### src/core/pin_mux_params.svh
// Constants for the port pin function select block.
// Assumes inclusion by the main module and the bench only.
`ifndef PIN_MUX_PARAMS_SVH
`define PIN_MUX_PARAMS_SVH
`define ADDR_P1_DIR 12'h000
`define ADDR_P1_SEL 12'h004
`define ADDR_P2_DIR 12'h008
`define ADDR_P2_SEL 12'h00c
`define ADDR_P2_OUT 12'h010
`define ADDR_P1_OUT 12'h014
`define ADDR_AN_EN 12'h018
`define ADDR_OSC_RES 12'h01c
`define ADDR_IRQ_EN 12'h020
`define ADDR_EDGE_SEL 12'h024
`define ADDR_IRQ_FLAG 12'h028
`define ADDR_PIN_IN 12'h02c
`define P2_SEL_RESET 8'hc0
`define BIT_P1_PIN7 7
`define BIT_P2_OSC_RES 5
`define BIT_P2_XIN 6
`define BIT_P2_CRYSTAL_OUTPUT 7
`define AN_EN_WIDTH 5
`endif

### src/core/pin_mux_pkg.sv
// Types for the port pin function select block.
// Assumes nothing of its surroundings.
package pin_mux_pkg;
	typedef struct packed {
		logic [7:0] out;
		logic [7:0] oe;
	} pin_drive_s;
	typedef struct packed {
		logic aux_clock;
		logic sub_main_clock;
		logic timer_a_output_0;
		logic timer_a_output_1;
		logic timer_a_output_2;
	} periph_out_s;
	typedef enum logic [1:0] {
		BUS_IDLE = 2'b00,
		BUS_WRITE = 2'b01,
		BUS_READ = 2'b10
	} bus_phase_e;
endpackage

### src/core/port_pin_function_select.sv
// Pin function multiplexer for port-1 pin 7 and port-2 pins 0..7 with AHB-Lite registers.
// Assumes pins arrive asynchronously; peripherals share clk_in.
// Operation
// - P1 pin 7 GPIO or timer output 2
// - Test access overrides P1 pin 7
// - Reset leaves pins GPIO except P2 pins 6, 7 (crystal), overrides cleared
// - P2 pin0 aux clock, pin2 timer ch0
// - P2 pin1 timer clock in, sub-main out
// - P2 pin3 timer capture 1B, output 1
// - P2 pin4 drives timer output 2 only
// - Analog enable takes pins 0..4, drivers off
// - Resistor bit gives pin5 to oscillator
// - Pin5 select plus output drives ground
// - Pin6 select is crystal input, default
// - Pin7 select is crystal output, default
//
// The register offsets and the AHB-Lite interface to the registers were left to the implementer.
`timescale 1ns/100ps
`include "pin_mux_params.svh"
module port_pin_function_select import pin_mux_pkg::*; (
	input wire logic clk_in, // 20 MHz clock
	input wire logic reset_in, // async reset, high, power-up clear
	input wire logic hsel, // slave select
	input wire logic [31:0] haddr, // byte address
	input wire logic [1:0] htrans, // transfer type
	input wire logic hwrite, // write strobe
	input wire logic [2:0] hsize, // transfer size
	input wire logic [31:0] hwdata, // write data
	input wire logic hready, // bus ready
	output logic [31:0] hrdata, // read data
	output logic hreadyout, // slave ready
	output logic hresp, // response, always OKAY
	input wire logic p1_pin7_in, // pad input port-1 pin 7
	output logic p1_pin7_out, // pad output
	output logic p1_pin7_oe_out, // pad output enable
	input wire logic [7:0] p2_pin_in, // pad inputs port 2
	output pin_drive_s p2_drive_out, // pad outputs and enables
	output logic [7:0] p2_input_enable_out, // input buffer enables
	input wire logic test_port_active_in, // 4-wire test port active
	input wire logic test_data_out_in, // test data to drive
	input wire logic test_data_oe_in, // test controller drive enable
	output logic test_data_in_out, // test data from pin
	input periph_out_s periph_in, // on-chip sources
	output logic timer_a_capture_input_0b_out, // capture 0B
	output logic timer_a_capture_input_1b_out, // capture 1B
	output logic timer_a_external_input_clock_out, // timer clock input
	output logic [4:0] analog_channel_connect_out, // converter switch enables
	output logic oscillator_resistor_input_out, // resistor connected
	output logic crystal_input_out, // crystal in connected
	output logic crystal_output_out, // crystal out connected
	output logic irq_out // port-2 interrupt request
);
	logic [7:0] port1_direction_bits_q, port1_direction_bits_d;
	logic [7:0] port1_function_select_bits_q, port1_function_select_bits_d;
	logic [7:0] port2_direction_bits_q, port2_direction_bits_d;
	logic [7:0] port2_function_select_bits_q, port2_function_select_bits_d;
	logic [7:0] p1_out_q, p1_out_d, p2_out_q, p2_out_d;
	logic [`AN_EN_WIDTH-1:0] converter_analog_enable_bits_q, converter_analog_enable_bits_d;
	logic oscillator_external_resistor_select_q, oscillator_external_resistor_select_d;
	logic [7:0] port2_irq_enable_bits_q, port2_irq_enable_bits_d;
	logic [7:0] port2_edge_select_bits_q, port2_edge_select_bits_d;
	logic [7:0] flag_clear, flag_set, port2_irq_flag_bits;
	logic [11:0] addr_q, addr_d;
	bus_phase_e phase_q, phase_d;
	logic [31:0] rdata_q, rdata_d;
	logic [7:0] p2_meta_q, p2_sync_q;
	logic p1_meta_q, p1_sync_q;
	logic [7:0] an_full, gpio_in_mode;
	logic [7:0] p2_out_c, p2_oe_c;

	// Two-stage synchronisers for the pad inputs.
	always_ff @(posedge clk_in or posedge reset_in) begin
		if (reset_in) begin
			p2_meta_q <= 8'h00;
			p2_sync_q <= 8'h00;
			p1_meta_q <= 1'b0;
			p1_sync_q <= 1'b0;
		end else begin
			p2_meta_q <= p2_pin_in;
			p2_sync_q <= p2_meta_q;
			p1_meta_q <= p1_pin7_in;
			p1_sync_q <= p1_meta_q;
		end
	end

	// Bus slave: capture the address phase, act in the data phase.
	always_comb begin
		phase_d = BUS_IDLE;
		addr_d = addr_q;
		if (hready && hsel && htrans[1]) begin
			phase_d = hwrite ? BUS_WRITE : BUS_READ;
			addr_d = haddr[11:0];
		end
	end

	always_comb begin
		port1_direction_bits_d = port1_direction_bits_q;
		port1_function_select_bits_d = port1_function_select_bits_q;
		port2_direction_bits_d = port2_direction_bits_q;
		port2_function_select_bits_d = port2_function_select_bits_q;
		p1_out_d = p1_out_q;
		p2_out_d = p2_out_q;
		converter_analog_enable_bits_d = converter_analog_enable_bits_q;
		oscillator_external_resistor_select_d = oscillator_external_resistor_select_q;
		port2_irq_enable_bits_d = port2_irq_enable_bits_q;
		port2_edge_select_bits_d = port2_edge_select_bits_q;
		flag_clear = 8'h00;
		flag_set = 8'h00;
		if (phase_q == BUS_WRITE) begin
			case (addr_q)
				`ADDR_P1_DIR: port1_direction_bits_d = hwdata[7:0];
				`ADDR_P1_SEL: port1_function_select_bits_d = hwdata[7:0];
				`ADDR_P2_DIR: port2_direction_bits_d = hwdata[7:0];
				`ADDR_P2_SEL: port2_function_select_bits_d = hwdata[7:0];
				`ADDR_P2_OUT: p2_out_d = hwdata[7:0];
				`ADDR_P1_OUT: p1_out_d = hwdata[7:0];
				`ADDR_AN_EN: converter_analog_enable_bits_d = hwdata[`AN_EN_WIDTH-1:0];
				`ADDR_OSC_RES: oscillator_external_resistor_select_d = hwdata[0];
				`ADDR_IRQ_EN: port2_irq_enable_bits_d = hwdata[7:0];
				`ADDR_EDGE_SEL: port2_edge_select_bits_d = hwdata[7:0];
				`ADDR_IRQ_FLAG: begin
					flag_clear = ~hwdata[7:0];
					flag_set = hwdata[7:0];
				end
				default: begin
				end
			endcase
		end
	end

	always_comb begin
		rdata_d = 32'h0000_0000;
		if (phase_d == BUS_READ) begin
			case (haddr[11:0])
				`ADDR_P1_DIR: rdata_d[7:0] = port1_direction_bits_d;
				`ADDR_P1_SEL: rdata_d[7:0] = port1_function_select_bits_d;
				`ADDR_P2_DIR: rdata_d[7:0] = port2_direction_bits_d;
				`ADDR_P2_SEL: rdata_d[7:0] = port2_function_select_bits_d;
				`ADDR_P2_OUT: rdata_d[7:0] = p2_out_d;
				`ADDR_P1_OUT: rdata_d[7:0] = p1_out_d;
				`ADDR_AN_EN: rdata_d[`AN_EN_WIDTH-1:0] = converter_analog_enable_bits_d;
				`ADDR_OSC_RES: rdata_d[0] = oscillator_external_resistor_select_d;
				`ADDR_IRQ_EN: rdata_d[7:0] = port2_irq_enable_bits_d;
				`ADDR_EDGE_SEL: rdata_d[7:0] = port2_edge_select_bits_d;
				`ADDR_IRQ_FLAG: rdata_d[7:0] = port2_irq_flag_bits;
				`ADDR_PIN_IN: rdata_d[8:0] = {p1_sync_q, p2_sync_q};
				default: rdata_d = 32'h0000_0000;
			endcase
		end
	end

	always_ff @(posedge clk_in or posedge reset_in) begin
		if (reset_in) begin
			phase_q <= BUS_IDLE;
			addr_q <= 12'h000;
			rdata_q <= 32'h0000_0000;
			port1_direction_bits_q <= 8'h00;
			port1_function_select_bits_q <= 8'h00;
			port2_direction_bits_q <= 8'h00;
			port2_function_select_bits_q <= `P2_SEL_RESET;
			p1_out_q <= 8'h00;
			p2_out_q <= 8'h00;
			converter_analog_enable_bits_q <= '0;
			oscillator_external_resistor_select_q <= 1'b0;
			port2_irq_enable_bits_q <= 8'h00;
			port2_edge_select_bits_q <= 8'h00;
		end else begin
			phase_q <= phase_d;
			addr_q <= addr_d;
			rdata_q <= rdata_d;
			port1_direction_bits_q <= port1_direction_bits_d;
			port1_function_select_bits_q <= port1_function_select_bits_d;
			port2_direction_bits_q <= port2_direction_bits_d;
			port2_function_select_bits_q <= port2_function_select_bits_d;
			p1_out_q <= p1_out_d;
			p2_out_q <= p2_out_d;
			converter_analog_enable_bits_q <= converter_analog_enable_bits_d;
			oscillator_external_resistor_select_q <= oscillator_external_resistor_select_d;
			port2_irq_enable_bits_q <= port2_irq_enable_bits_d;
			port2_edge_select_bits_q <= port2_edge_select_bits_d;
		end
	end

	assign hrdata = rdata_q;
	assign hreadyout = 1'b1;
	assign hresp = 1'b0;

	// Port-1 pin 7.
	always_comb begin
		if (test_port_active_in) begin
			p1_pin7_out = test_data_out_in;
			p1_pin7_oe_out = test_data_oe_in;
		end else if (port1_function_select_bits_q[`BIT_P1_PIN7]) begin
			p1_pin7_out = periph_in.timer_a_output_2;
			p1_pin7_oe_out = port1_direction_bits_q[`BIT_P1_PIN7];
		end else begin
			p1_pin7_out = p1_out_q[`BIT_P1_PIN7];
			p1_pin7_oe_out = port1_direction_bits_q[`BIT_P1_PIN7];
		end
	end
	assign test_data_in_out = test_port_active_in & p1_sync_q;

	// Port-2 pins.
	assign an_full = {3'b000, converter_analog_enable_bits_q};
	always_comb begin
		p2_out_c = p2_out_q;
		p2_oe_c = port2_direction_bits_q;
		// aux clock, sub-main clock and timer outputs 0..2
		if (port2_function_select_bits_q[0]) p2_out_c[0] = periph_in.aux_clock;
		if (port2_function_select_bits_q[1]) p2_out_c[1] = periph_in.sub_main_clock;
		if (port2_function_select_bits_q[2]) p2_out_c[2] = periph_in.timer_a_output_0;
		if (port2_function_select_bits_q[3]) p2_out_c[3] = periph_in.timer_a_output_1;
		if (port2_function_select_bits_q[4]) begin
			p2_out_c[4] = periph_in.timer_a_output_2;
		end
		if (port2_function_select_bits_q[`BIT_P2_OSC_RES]) p2_out_c[5] = 1'b0;
		if (port2_function_select_bits_q[`BIT_P2_XIN]) p2_oe_c[6] = 1'b0;
		if (port2_function_select_bits_q[`BIT_P2_CRYSTAL_OUTPUT]) p2_oe_c[7] = 1'b0;
		p2_oe_c = p2_oe_c & ~an_full;
		if (oscillator_external_resistor_select_q) p2_oe_c[5] = 1'b0;
	end
	assign p2_drive_out.out = p2_out_c;
	assign p2_drive_out.oe = p2_oe_c;
	assign p2_input_enable_out = ~an_full &
		~{2'b00, oscillator_external_resistor_select_q, 5'b00000} &
		~(port2_function_select_bits_q & 8'hc0);
	assign analog_channel_connect_out = converter_analog_enable_bits_q;
	assign oscillator_resistor_input_out = oscillator_external_resistor_select_q;
	assign crystal_input_out = port2_function_select_bits_q[`BIT_P2_XIN];
	assign crystal_output_out = port2_function_select_bits_q[`BIT_P2_CRYSTAL_OUTPUT];

	assign gpio_in_mode = ~port2_direction_bits_q & p2_input_enable_out;
	assign timer_a_capture_input_0b_out = port2_function_select_bits_q[2] & gpio_in_mode[2] &
		p2_sync_q[2];
	assign timer_a_capture_input_1b_out = port2_function_select_bits_q[3] & gpio_in_mode[3] &
		p2_sync_q[3];
	assign timer_a_external_input_clock_out = port2_function_select_bits_q[1] &
		gpio_in_mode[1] & p2_sync_q[1];

	genvar gi;
	generate
		for (gi = 0; gi < 8; gi++) begin : g_edge
			pin_edge_detect u_edge (
				.clk_in(clk_in),
				.reset_in(reset_in),
				.pin_in(p2_sync_q[gi]),
				.arm_in(gpio_in_mode[gi] & ~port2_function_select_bits_q[gi]),
				.falling_in(port2_edge_select_bits_q[gi]),
				.clear_in(flag_clear[gi]),
				.set_in(flag_set[gi]),
				.flag_out(port2_irq_flag_bits[gi])
			);
		end
	endgenerate
	assign irq_out = |(port2_irq_flag_bits & port2_irq_enable_bits_q);

	a_test_pin_owner: assert property (@(posedge clk_in) disable iff (reset_in)
		test_port_active_in |-> p1_pin7_oe_out == test_data_oe_in) else $error("test port lost pin");
	a_analog_driver_off: assert property (@(posedge clk_in) disable iff (reset_in)
		|(an_full & p2_oe_c) == 1'b0) else $error("driver on analog pin");
	a_resistor_pin_quiet: assert property (@(posedge clk_in) disable iff (reset_in)
		oscillator_external_resistor_select_q |-> !p2_oe_c[5]) else $error("pin5 driven");
	a_ground_drive_pin: assert property (@(posedge clk_in) disable iff (reset_in)
		port2_function_select_bits_q[5] && port2_direction_bits_q[5] &&
		!oscillator_external_resistor_select_q |-> p2_oe_c[5] && !p2_out_c[5])
		else $error("pin5 not grounded");
	a_p1_timer_drive: assert property (@(posedge clk_in) disable iff (reset_in)
		!test_port_active_in && port1_function_select_bits_q[7] && port1_direction_bits_q[7]
		|-> p1_pin7_out == periph_in.timer_a_output_2) else $error("pin7 timer wrong");
	a_crystal_pins_off: assert property (@(posedge clk_in) disable iff (reset_in)
		port2_function_select_bits_q[7] |-> !p2_oe_c[7] && crystal_output_out)
		else $error("crystal pin driven");
	a_crystal_in_off: assert property (@(posedge clk_in) disable iff (reset_in)
		port2_function_select_bits_q[6] |-> !p2_oe_c[6] && crystal_input_out)
		else $error("crystal input driven");
	a_irq_needs_enable: assert property (@(posedge clk_in) disable iff (reset_in)
		port2_irq_enable_bits_q == 8'h00 |-> !irq_out) else $error("masked irq raised");
	a_sel_write_lands: assert property (@(posedge clk_in) disable iff (reset_in)
		phase_q == BUS_WRITE && addr_q == `ADDR_P2_SEL |=> port2_function_select_bits_q ==
		$past(hwdata[7:0])) else $error("select write lost");
endmodule

### src/core/pin_edge_detect.sv
// Edge detector with sticky flag for one port-2 pin.
// Assumes its pin input is already synchronised to clk_in.
`timescale 1ns/100ps
module pin_edge_detect (
	input wire logic clk_in, // system clock
	input wire logic reset_in, // async reset, high
	input wire logic pin_in, // synchronised pin level
	input wire logic arm_in, // pin is a digital input
	input wire logic falling_in, // 1 selects falling edge
	input wire logic clear_in, // software clear
	input wire logic set_in, // software set
	output logic flag_out // sticky edge flag
);
	logic prev_q, prev_d, flag_q, flag_d, edge_hit;
	always_comb begin
		prev_d = pin_in;
		edge_hit = arm_in & (falling_in ? (prev_q & ~pin_in) : (~prev_q & pin_in));
		flag_d = flag_q;
		if (clear_in) begin
			flag_d = 1'b0;
		end
		// Hardware set wins over a clear in the same cycle.
		if (edge_hit | set_in) begin
			flag_d = 1'b1;
		end
	end
	always_ff @(posedge clk_in or posedge reset_in) begin
		if (reset_in) begin
			prev_q <= 1'b0;
			flag_q <= 1'b0;
		end else begin
			prev_q <= prev_d;
			flag_q <= flag_d;
		end
	end
	assign flag_out = flag_q;
endmodule

### config.mk
export PLATFORM = sky130hd
export DESIGN_NAME = port_pin_function_select
export DESIGN_NICKNAME = d
export VERILOG_FILES = /design/src/core/pin_mux_pkg.sv /design/src/core/port_pin_function_select.sv /design/src/core/pin_edge_detect.sv
export VERILOG_INCLUDE_DIRS = /design/src /design/src/core
export SDC_FILE = /design/constraint.sdc
export NUM_CORES = 1
export LEC_CHECK = 0
export CORE_ASPECT_RATIO = 1.4
export CORE_UTILIZATION = 39
export CTS_CLUSTER_SIZE = 8
export DETAILED_ROUTE_END_ITERATION = 7
export DONT_BUFFER_PORTS = 1
export SYNTH_ARGS = -nofsm -noshare
export SYNTH_HDL_FRONTEND = slang
export SYNTH_SLANG_ARGS = --single-unit
### constraint.sdc
create_clock -name clk_in -period 4.5 [get_ports clk_in]
set_input_delay 0.45 -clock clk_in [delete_from_list [all_inputs] [get_ports clk_in]]
set_output_delay 0.45 -clock clk_in [all_outputs]
set_load 0.01 [all_outputs]
== After elaboration in Yosys (flattened, before gate mapping) ==
Index checks and enable logic that the tools add are counted.

* $lt $le $gt $ge: 0
* Add/subtract/negate cells: 0
* Shift operators: 0
* Bitwise logic cells: 81
* Equality and inequality tests: 23
* Divide/modulo/power cells: 0
* Reductions and logical operators: 13
* Muxes and demuxes: 67
* $mul: 0

{| class="wikitable"
|+ Operators by type and width
! operator !! count
|-
| $mux W8 || 20
|-
| $eq A12 B5 Y1 const B || 8
|-
| $eq A12 B6 Y1 const B || 7
|-
| $eq A12 B4 Y1 const B || 4
|-
| $pmux W4 S11 || 1
|-
| $and A8 B8 Y8 || 5
|-
| $and A1 B1 Y1 || 39
|-
| $mux W1 || 39
|-
| $pmux W3 S10 || 1
|-
| $eq A12 B3 Y1 const B || 2
|-
| $logic_not A12 Y1 || 2
|-
| $not A1 Y1 || 24
|-
| $not A8 Y8 || 3
|-
| $reduce_bool A2 Y1 || 8
|-
| $pmux W1 S12 || 1
|-
| $mux W5 || 2
|-
| $mux W9 || 1
|-
| $not A5 Y8 || 1
|-
| $not A6 Y8 || 1
|-
| $or A1 B1 Y1 || 8
|-
| $reduce_or A8 Y1 || 1
|-
| $mux W2 || 2
|-
| $eq A2 B1 Y1 const B || 1
|-
| $eq A2 B2 Y1 const B || 1
|-
| $logic_and A1 B1 Y1 || 2
|}

* Register bits: 150
* Word-level logic and storage cells: 217
* Input bits: 91
* Bits in latches: 0
* Bits in read-only memories: 0
* Bits in writable memories: 0
* Output and inout port bits: 73
* Memories kept: 0

== Depth between registers and ports, before layout ==
Gate-level depths: netlist of the first run.

* Depth in word-level cells: 8
* Mapped depth: 8
* Mapped depth without buffers: 6

== Cells and area by module ==
From an unflattened synthesis of the first run, not the netlist that was laid out.

* Cells, all modules: 507
* Area, all modules: 6177.2 µm²

{| class="wikitable"
|+ Modules (own cells, without submodules)
! module !! instances !! cells each !! sequential area each (µm²) !! area each (µm²)
|-
| port_pin_function_select || 1 || 443 || 2780.2 || 5486.5
|-
| pin_edge_detect || 8 || 8 || 50.0 || 86.3
|}

== Worst setup path after synthesis of the first run ==
OpenSTA, ideal clock, no wires.

* Kind: register to register
* Start point: reg phase_q[1]
* End point: reg rdata_q[0], in the netlist hrdata[0]
* Cell stages (with the launch flop): 6
* Data arrival time: 2299 ps
* Buffers on the path: 0
* Required time: 4362 ps
* Period minus slack after synthesis: 2437 ps
* Setup time: 138 ps
* Slack: 2063 ps
* Path through: dfrtp_1 or4b_1 nor4_4 mux2_2 a2111oi_2 a31oi_1

* Cells in the longest elaborated chain, start to end: 4
* Elaborated cells between the ends (all ways): 13
* Classes of those cells: eq/ne (1); mux (12)

{| class="wikitable"
|+ RTL lines
! item !! RTL line !! text
|-
| from (decl) || port_pin_function_select.sv:64 || <nowiki>bus_phase_e phase_q, phase_d;</nowiki>
|-
| from (signal assigned) || port_pin_function_select.sv:168 || <nowiki>phase_q <= phase_d;</nowiki>
|-
| $eq A2 B1 Y1 || port_pin_function_select.sv:109 || <nowiki>if (phase_q == BUS_WRITE) begin</nowiki>
|-
| $mux W8 || port_pin_function_select.sv:109 ||
|-
| named net port2_function_select_bits_d[0] || port_pin_function_select.sv:56 || <nowiki>logic [7:0] port2_function_select_bits_q, port2_function_select_bits_d;</nowiki>
|-
| $pmux W1 S12 || port_pin_function_select.sv:134 || <nowiki>case (haddr[11:0])</nowiki>
|-
| $mux W9 || port_pin_function_select.sv:133 || <nowiki>if (phase_d == BUS_READ) begin</nowiki>
|-
| named net rdata_d[0] || port_pin_function_select.sv:65 || <nowiki>logic [31:0] rdata_q, rdata_d;</nowiki>
|-
| to (signal assigned) || port_pin_function_select.sv:170 || <nowiki>rdata_q <= rdata_d;</nowiki>
|-
| to (decl) || port_pin_function_select.sv:65 ||
|}

The timed path passes the listed nets, and every way through them passes these cells.
A chain may end at the register's enable or synchronous reset.

== Final worst setup path of the first run ==
* Start point: reg phase_q[1]
* End point: reg rdata_q[0], in the netlist hrdata[0]

* Cells in the longest elaborated chain, start to end: 4
* Elaborated cells between the ends (all ways): 13
* Classes of those cells: eq/ne (1); mux (12)

{| class="wikitable"
|+ RTL lines
! item !! RTL line !! text
|-
| $eq A2 B1 Y1 || port_pin_function_select.sv:109 ||
|-
| $mux W8 || port_pin_function_select.sv:109 ||
|-
| named net p2_out_d[0] || port_pin_function_select.sv:57 || <nowiki>logic [7:0] p1_out_q, p1_out_d, p2_out_q, p2_out_d;</nowiki>
|-
| $pmux W1 S12 || port_pin_function_select.sv:134 ||
|-
| $mux W9 || port_pin_function_select.sv:133 ||
|-
| named net rdata_d[0] || port_pin_function_select.sv:65 ||
|}

The timed path passes the listed nets, and every way through them passes these cells.

==> results.cfg, run 1 <==
[yosys]
synth-seq-cells = 127
syn-cell-area_mm2 = 0.00601
ys_warn_count = 0
avgSynthCellArea_um2 = 11.8
synth-edff-count = 0
async_flop_share = 1.00
synth_cells = 511
ys_types = 50
seq_area_frac_synth = 0.529
synth-main-ff-cell = dfrtp_1

[layout]
multi_input_area_mm2 = 0.00257
diodes = 0
syn2layout_area_growth_pct = 11.3
finalNetCount = 604
drive_gt1_frac = 0.238
largest_register_ffs = 12
layout_common_cells = dfrtp_1, mux2_2, nand2_1, mux2i_1, nor2_1
seq_area_mm2 = 0.00318
final_common_cell = dfrtp_1
nFillCells = 1391
top_register = addr_q
fin_area_mm2 = 0.00669

[clocking]
cts-htree-levels = 4
cts.sinks = 127
post_cts_buffers = 0
post_cts_resized = 0
clkSlewWorstSetupHoldPaths_ns = 0.06
cts_tree = yes
hold_buffers = 0
cts-root-buf = clkbuf_16
cts_buffer_depth = 2
clkLatencyLatePin_ns = 0.42
numCtsBuffers = 17

[sta]
final_hold_viol_count = 0
period_minus_slack_ns = 3.33
max_slew.worst_pin.slew_ns = 1.04
period_share = 0.740
setup_viol = 0
slew_violations = 0
max-slew-margin-rel = 0.302
timing.fmax_mhz = 300
rsz0062_at_grt = false
fin_skew_ns = 0.0118
fin_tns_setup_ns = 0

[routing]
dr.pass1.iters = 5
viasPerCell = 5.78
vias = 4151
drt_iter0_markers = 277
routedWlPerCell_um = 22.2
drc_errors = 0
antenna_left = 0
finalWirelength_um = 15900

[critical_path]
crit_required_ns = 4.76
start_kind = flip-flop
end_kind = flip-flop
worstPathArrival_ns = 3.59
crit_type = flip-flop to flip-flop
cp_max_fo = 9

[global_routing]
grt_max_degree = 91
antenna_found_initial = 0
grt_pass1_vias = 4302
grt_first_pass_wirelength_um = 24200
grt_overflow = 0
grt_usage = 0.210

[place]
portBuffers = 0
dp.final_hpwl_um = 11300
place_area_mm2 = 0.00610
routabilityCongestion = 0.898

[die]
initial_core_util = 0.399
top_level_ports = 164
die_w_um = 107
dieHeight_um = 149
core_mm2 = 0.0151
dieArea_mm2 = 0.0159
num_rows = 53

[job]
cap_violations = 0

[power]
irDropWorstVdd_v = 0.000219
p_leak_nw = 2.93
powerDensity_mw_per_mm2 = 418

[min_path]
hp-class = primary input to asynchronous set/reset pin

[run_status]
outcome = complete, no violations
[worst max-delay path, cell delays in order (launching register included)]
cell	delay [ns]
dfrtp_1	0.40
nor4b_2	0.83
nand4_2	0.70
mux2_2	0.51
a32o_1	0.27
a2111oi_2	0.28
a31oi_1	0.18
[power breakdown]
group | total, W | switching, W | leakage (nW) | internal [W]
Combinational | 0.000175 | 0.000103 | 1.15 | 0.0000713
Clock | 0.00136 | 0.000493 | 0.287 | 0.000865
Sequential | 0.00126 | 0.0000545 | 1.50 | 0.00121
[metal layers]
layer  track usage  routed length, µm
met3        0.0603                933
met4         0.117                778
met1         0.242               6290
met5             0                  0
met2         0.348               7920
[cell families (layout without fill, tap and decap cells)]
group | after synthesis | in the layout | share of synthesized area
AOI/OAI and AO/OA | 70 | 70 | 0.0848
buffers and inverters | 65 | 57 | 0.0577
DFF | 127 | 127 | 0.529
muxes | 104 | 104 | 0.190
other | 2 | 25 | 0.00125
and+or+nand+nor | 143 | 143 | 0.137
[path summary, 6_finish.rpt]
kind / slack (ns) / to / depth (start not counted) / start
max reg2reg: 1.17 / hrdata[0]$_DFF_PP0_ / 6 / phase_q[1]$_DFF_PP0_
min: 0.05 / g_edge[5].u_edge.flag_out$_DFFE_PP0P_ / 1 / reset_in
max: 1.17 / hrdata[0]$_DFF_PP0_ / 6 / phase_q[1]$_DFF_PP0_
min in group clk_in: 0.05 / p2_meta_q[7]$_DFF_PP0_ / 0 / p2_pin_in[7]
max in group asynchronous: 3.40 / p1_out_q[7]$_DFF_PP0_ / 2 / reset_in
min reg2reg: 0.35 / p1_sync_q$_DFF_PP0_ / 0 / p1_meta_q$_DFF_PP0_
[cell type report]
type,instances,area share
sequential,127,0.476
multi-input combinational,342,0.385
clock buffer,20,0.0653
tap,192,0.0359
clock inverter,12,0.0217
inverter,22,0.0131
timing repair buffer,3,0.00337
[stage by stage]
| step | hold WS, ns | total power, W | cells | util | worst slack (ns) |
|---|---|---|---|---|---|
| finish | 0.0538 | 0.00279 | 718 | 0.444 | 1.17 |
| global route | 0.0332 | 0.00289 | 718 | 0.444 | 0.998 |
| CTS | 0.0440 | 0.00281 | 718 | 0.444 | 1.17 |
| detailed placement | 0.336 | 0.00146 | 686 | 0.405 | 1.19 |
| global placement | 0.333 | 0.00145 | 686 | 0.405 | 1.25 |
| floorplan | 0.331 | 0.00144 | 534 | - | 0.669 |
[Yosys cell counts, types with 6 or more instances]
library cell	number	area (µm²)
dfrtp_1	125	3130
mux2_2	75	845
nand2_1	30	113
mux2i_1	28	280
nor2_1	28	105
buf_4	27	203
inv_1	21	78.8
nor2b_1	17	106
clkbuf_1	14	52.6
a21oi_1	11	55.1
nor3_1	11	55.1
a22oi_1	8	60.1
a31oi_1	7	43.8
nand4_1	7	43.8
o21ai_0	7	35.0
a32o_1	6	60.1
and3_1	6	37.5
nand2b_1	6	37.5
o41ai_1	6	52.6
No activity file was read; power rests on OpenSTA's default activity.
==> run 2: changes to the inputs <==
Settings changed: ABC_AREA from default to 1.
Clock period 4.5 ns to 2.8 ns, I/O delays scaled along.
==> run 2 against run 1 <==
  * Worst setup slack got worse by 0.61 ns
  * Global-route usage rose by 0.36 points
  * Core utilization rose by 0.84 points
  * Synthesized area rose by 12%
  * Non-clock buffer count rose by 21
  * Count of clock-buffer cells in the layout rose by 3
  * Critical path depth rose by 5
  * Clock skew fell by 0.0045 ns
  * Wire length rose by 14%
  * Largest cell class unchanged
==> results.cfg, run 2 <==
[die]
dieArea_mm2 = 0.0178
top_level_ports = 164
core_mm2 = 0.0168
initial_core_util = 0.401
num_rows = 56
dieHeight_um = 158
die_w_um = 113

[yosys]
yosys.area.top_type_share = 0.463
ys_types = 31
synth_cells = 879
synth-main-ff-cell = dfrtp_1
synth-seq-cells = 127
ys_warn_count = 0
post-synth-top-area-cell = dfrtp_1
yosysMostFrequentCell = nand2_1
synth.top_cells.by_area = dfrtp_1, nand3_1, nand2_1
async_flop_share = 1.00
avgSynthCellArea_um2 = 7.68
seq_area_frac_synth = 0.471
synthTopCellsByCount = nand2_1, nand3_1, dfrtp_1
synth-edff-count = 0
syn-cell-area_mm2 = 0.00675

[critical_path]
end_kind = flip-flop
cp_slowest_cell = nor2_4
crit_required_ns = 3.15
r2r_cells = 11
cpPeakStageDelay_ns = 0.47
crit_top_cell = nand2_1
start_kind = flip-flop
cp_num_cells = 11
cp_cell_sequence = nor2_1 -> nand2_1 -> nor2_4 -> nand2_1 -> nand2_1 -> nand3_1 -> nand2_1 -> nor2_1 -> nand3_1 -> nand2_1 -> inv_1
path_buf_inv = 1
path_delay_family = simple AND/OR/NAND/NOR gates
cp_max_fo = 21
worstPathArrival_ns = 2.59
crit_type = flip-flop to flip-flop

[clocking]
numCtsBuffers = 17
cts.sinks = 127
cts-root-buf = clkbuf_16
clkSlewWorstSetupHoldPaths_ns = 0.05
cts-htree-levels = 4
cts_buffer_depth = 2
clkLatencyLatePin_ns = 0.42
cts_tree = yes

[layout]
drive_gt1_frac = 0.0702
finalNetCount = 992
diodes = 0
post-route-util = 0.452
final_common_cell = nand2_1
largest_register_ffs = 12
syn2layout_area_growth_pct = 12.7
top_register = addr_q
layout_common_cells = nand2_1, nand3_1, dfrtp_1, inv_1, nor2_1

[sta]
timing.fmax_mhz = 446
period_minus_slack_ns = 2.24
max-slew-margin-rel = 0.487
fin_skew_ns = 0.00732
period_share = 0.801
slew_violations = 0
max_slew.worst_pin.slew_ns = 0.764
rsz0062_at_grt = false
final_hold_viol_count = 0
hold_ws_ns = 0.0153
fin_tns_setup_ns = 0
setup_viol = 0

[place]
dp.final_hpwl_um = 13200
routabilityCongestion = 0.875
portBuffers = 0

[routing]
viasPerCell = 5.08
routedWlPerCell_um = 16.3
drc_errors = 0
vias = 5661
dr.pass1.iters = 6
drt_iter0_markers = 363
finalWirelength_um = 18200
antenna_left = 0

[power]
powerDensity_mw_per_mm2 = 592
p_leak_nw = 4.01
irDropWorstVdd_v = 0.000326

[global_routing]
grt_max_degree = 128
grt_first_pass_wirelength_um = 28500
antenna_found_initial = 0
grt_overflow = 0
grt_usage = 0.213
grt_pass1_vias = 5327

[min_path]
hp-class = primary input to flip-flop
min_path_cells = 1

[run_status]
outcome = complete, no violations

[job]
cap_violations = 0
## run 2: cell count changes after synthesis, sizes merged, moves of 17 or more
cell,delta
nand2,+175
and2,+57
inv,+96
o21ai,+23
nor2b,-17
nand3,+147
mux2i,-28
nor2,+55
mux2,-72
## run 2: area by class of cell
cell class / count / area [µm²]
timing repair buffer: 24 / 240
tap: 203 / 254
clock inverter: 7 / 110
inverter: 124 / 469
multi-input combinational: 607 / 2880
fill: 1746 / 9210
sequential: 127 / 3180
clock buffer: 23 / 478
## run 2: repair_timing
| item | in CTS | in global routing |
|---|---|---|
| buffers inserted | 0 | 0 |
| endpoints found under the hold margin | 87 | 0 |
| hold buffers | 14 | 0 |
| resized for setup | 0 | 0 |
## run 2: kinds of logic after synthesis
logic type             share of synthesized area
AOI/OAI and AO/OA                         0.0458
buffers and inverters                      0.116
DFF                                        0.471
muxes                                    0.00667
other                                    0.00111
and+or+nand+nor                            0.360
## run 2: layer usage
layer  global-route usage  routed length, µm  vias up  share of wire
li1                     -                  -     2784              -
met1                0.276               7980     2631           0.44
met2                0.346               8480      212           0.47
met3               0.0463               1110       34          0.061
met4               0.0896                586        0          0.032
met5                    0                  0        -              0
## run 2: worst paths after layout
| kind | slack, ns | startpoint | to |
|---|---|---|---|
| min in group asynchronous | 0.52 | reset_in | hrdata[5]$_DFF_PP0_ |
| setup reg to reg | 0.56 | addr_q[6]$_DFFE_PP0P_ | hrdata[1]$_DFF_PP0_ |
| hold reg to reg | 0.35 | p2_meta_q[0]$_DFF_PP0_ | p2_sync_q[0]$_DFF_PP0_ |
| setup / recovery | 0.56 | addr_q[6]$_DFFE_PP0P_ | hrdata[1]$_DFF_PP0_ |
| hold / removal | 0.02 | haddr[11] | addr_q[11]$_DFFE_PP0P_ |
| max in group asynchronous | 1.72 | reset_in | p1_meta_q$_DFF_PP0_ |
## run 2: metrics by stage
stage                     power (W)  cell area [µm²]  setup WS (ns)  std cells
after floorplan             0.00224             6840          0.954        902
after global placement      0.00229             6880          0.621       1071
after detailed placement    0.00230             6880          0.605       1071
after CTS                   0.00455             7610          0.576       1115
after global routing        0.00467             7610          0.374       1115
final                       0.00450             7610          0.556       1115
## run 2: where the power goes
group | switching [W] | total [W] | internal [W]
sequential | 0.0000438 | 0.00196 | 0.00192
combinational | 0.000220 | 0.000315 | 0.0000944
clock | 0.000772 | 0.00223 | 0.00145
total | 0.00104 | 0.00450 | 0.00347
==> run 3: changes to the inputs <==
Clock period 2.8 ns to 2 ns, I/O delays scaled along.
==> run 3 against run 2 <==
  * Count of clock-buffer cells in the layout fell by 3
  * Worst setup slack got worse by 0.41 ns
  * Core utilization rose by 2.0 points
  * Critical path depth rose by 1
  * Clock power rose by 39%
  * First-iteration DRC count rose by 4.4%
  * Sequential power rose by 40%
  * Largest cell class unchanged
  * Sequential share of layout area fell by 1.8 points
  * Non-clock buffer count rose by 37
  * Hold slack improved by 0.047 ns
  * Global-route usage rose by 0.77 points
  * Die area did not move
==> results.cfg, run 3 (synthesis results as in run 2) <==
[sta]
max_slew.worst_pin.slew_ns = 0.554
slew_violations = 0
period_minus_slack_ns = 1.86
fin_skew_ns = 0.00913
period_share = 0.928
setup_viol = 0
setup_ws_ns = 0.144
fin_tns_setup_ns = 0
final_hold_viol_count = 0
timing.fmax_mhz = 539
max-slew-margin-rel = 0.629

[clocking]
clkSlewWorstSetupHoldPaths_ns = 0.06
cts-root-buf = clkbuf_16
cts_tree = yes
cts_buffer_depth = 2
cts.sinks = 127
clkLatencyLatePin_ns = 0.42
numCtsBuffers = 17
cts-htree-levels = 4

[routing]
drc_errors = 0
finalWirelength_um = 18500
drt_iter0_markers = 379
antenna_left = 0
routedWlPerCell_um = 16.1
viasPerCell = 5.07
dr.pass1.iters = 5
vias = 5847

[min_path]
hold_path_end = addr_q[2]$_DFFE_PP0P_
holdCritStartpoint = haddr[2]
min_path_cells = 2
hp-class = primary input to flip-flop

[layout]
top_register = addr_q
nFillCells = 1690
final_common_cell = nand2_1
fin_area_mm2 = 0.00795
finalNetCount = 1029
layout_common_cells = nand2_1, nand3_1, dfrtp_1, inv_1, nor2_1
diodes = 0
syn2layout_area_growth_pct = 17.8
largest_register_ffs = 12
drive_gt1_frac = 0.100

[place]
dp.final_hpwl_um = 13500
pre_cts_slack_ns = 0.0398
portBuffers = 0
place_area_mm2 = 0.00711
routabilityCongestion = 0.934

[global_routing]
grt_max_degree = 91
grt_first_pass_wirelength_um = 29800
antenna_found_initial = 0
grt_usage = 0.221
grt_pass1_vias = 5657
grt_overflow = 0

[critical_path]
r2r_cells = 12
rr_endpoint = hrdata[2]$_DFF_PP0_
cp_max_fo = 15
worstPathArrival_ns = 2.22
crit_type = flip-flop to flip-flop
start_kind = flip-flop
crit_required_ns = 2.36
r2r_start = addr_q[9]$_DFFE_PP0P_
reg2reg_slack_ns = 0.14
end_kind = flip-flop

[power]
combinationalPowerShare = 0.075
irDropWorstVdd_v = 0.000408
p_leak_nw = 4.19
p_switching_w = 0.00154
pwr-share-seq = 0.434
powerDensity_mw_per_mm2 = 795
power_frac_clock = 0.491
switching_share = 0.244
power.internal_w = 0.00478

[die]
initial_core_util = 0.401
die_w_um = 113
core_mm2 = 0.0168
dieArea_mm2 = 0.0178
top_level_ports = 164
num_rows = 56
dieHeight_um = 158

[job]
cap_violations = 0

[run_status]
outcome = complete, no violations
## run 3: cell types whose count changed in the layout (fill, tap and decap cells not counted), moves of 3 or more
cell / change
clkbuf_8: -3
buf_4: +25
clkinvlp_4: +5
buf_12: +3
dlygate4sd3_1: +9
## run 3: per-stage QoR
step / instances / hold WS, ns / power [W] / util
after global routing: 1153 / 0.0809 / 0.00659 / 0.473
after global placement: 1098 / 0.231 / 0.00322 / 0.423
after floorplan: 902 / 0.231 / 0.00314 / -
after CTS: 1152 / 0.0546 / 0.00639 / 0.471
after detailed placement: 1098 / 0.231 / 0.00323 / 0.423
final: 1153 / 0.0621 / 0.00632 / 0.473
## run 3: worst max-delay path by stage
stage               slack, ns             startpoint                     to  depth (start not counted)
finish                   0.14  addr_q[9]$_DFFE_PP0P_    hrdata[2]$_DFF_PP0_                         12
global route          -0.0004  addr_q[6]$_DFFE_PP0P_    hrdata[7]$_DFF_PP0_                         12
CTS                      0.03  addr_q[6]$_DFFE_PP0P_    hrdata[2]$_DFF_PP0_                         11
detailed placement       0.04  addr_q[6]$_DFFE_PP0P_    hrdata[2]$_DFF_PP0_                         11
global placement         0.04  addr_q[6]$_DFFE_PP0P_    hrdata[3]$_DFF_PP0_                         11
floorplan                0.23               reset_in  addr_q[0]$_DFFE_PP0P_                          1
## run 3: critical path, cell delays in order (launching register included)
cell and delay (ns):
dfrtp_1 0.38, nor2_1 0.14, nand2_2 0.15, nor2_4 0.18
buf_12 0.17, nand2_1 0.23, nand2_1 0.12, nand2_1 0.07
nor2_1 0.10, nor2_1 0.06, nand3_1 0.07, nand2_1 0.07
inv_1 0.06
## run 3: layer usage
metal,GRT usage,up-vias,routed length (µm)
met3,0.0444,37,1060
li1,-,2861,-
met4,0.0977,0,519
met1,0.280,2760,7990
met5,0,-,0
met2,0.366,189,8970
## run 3: timing repair
item,4_1_cts,5_1_grt
setup endpoints to repair,0,9
hold endpoints to repair,148,0
gates resized for setup,0,3
setup buffers,0,1
hold buffers,23,0
## run 3: final cells by class
cell class | count | area, µm² | area share
Multi-Input combinational cell | 607 | 2890 | 0.363
Sequential cell | 127 | 3180 | 0.400
Clock buffer | 20 | 437 | 0.0549
Clock inverter | 11 | 143 | 0.0179
Inverter | 124 | 469 | 0.0590
Tap cell | 203 | 254 | 0.0319
Timing Repair Buffer | 61 | 578 | 0.0727
## run 3: power groups by stage
stage                     Combinational, W  Sequential [W]  Clock [W]
final                             0.000471         0.00275    0.00311
after global routing              0.000534         0.00276    0.00329
after CTS                         0.000472         0.00275    0.00317
after detailed placement          0.000434         0.00279          0
after floorplan                   0.000368         0.00277          0
after global placement            0.000429         0.00279          0
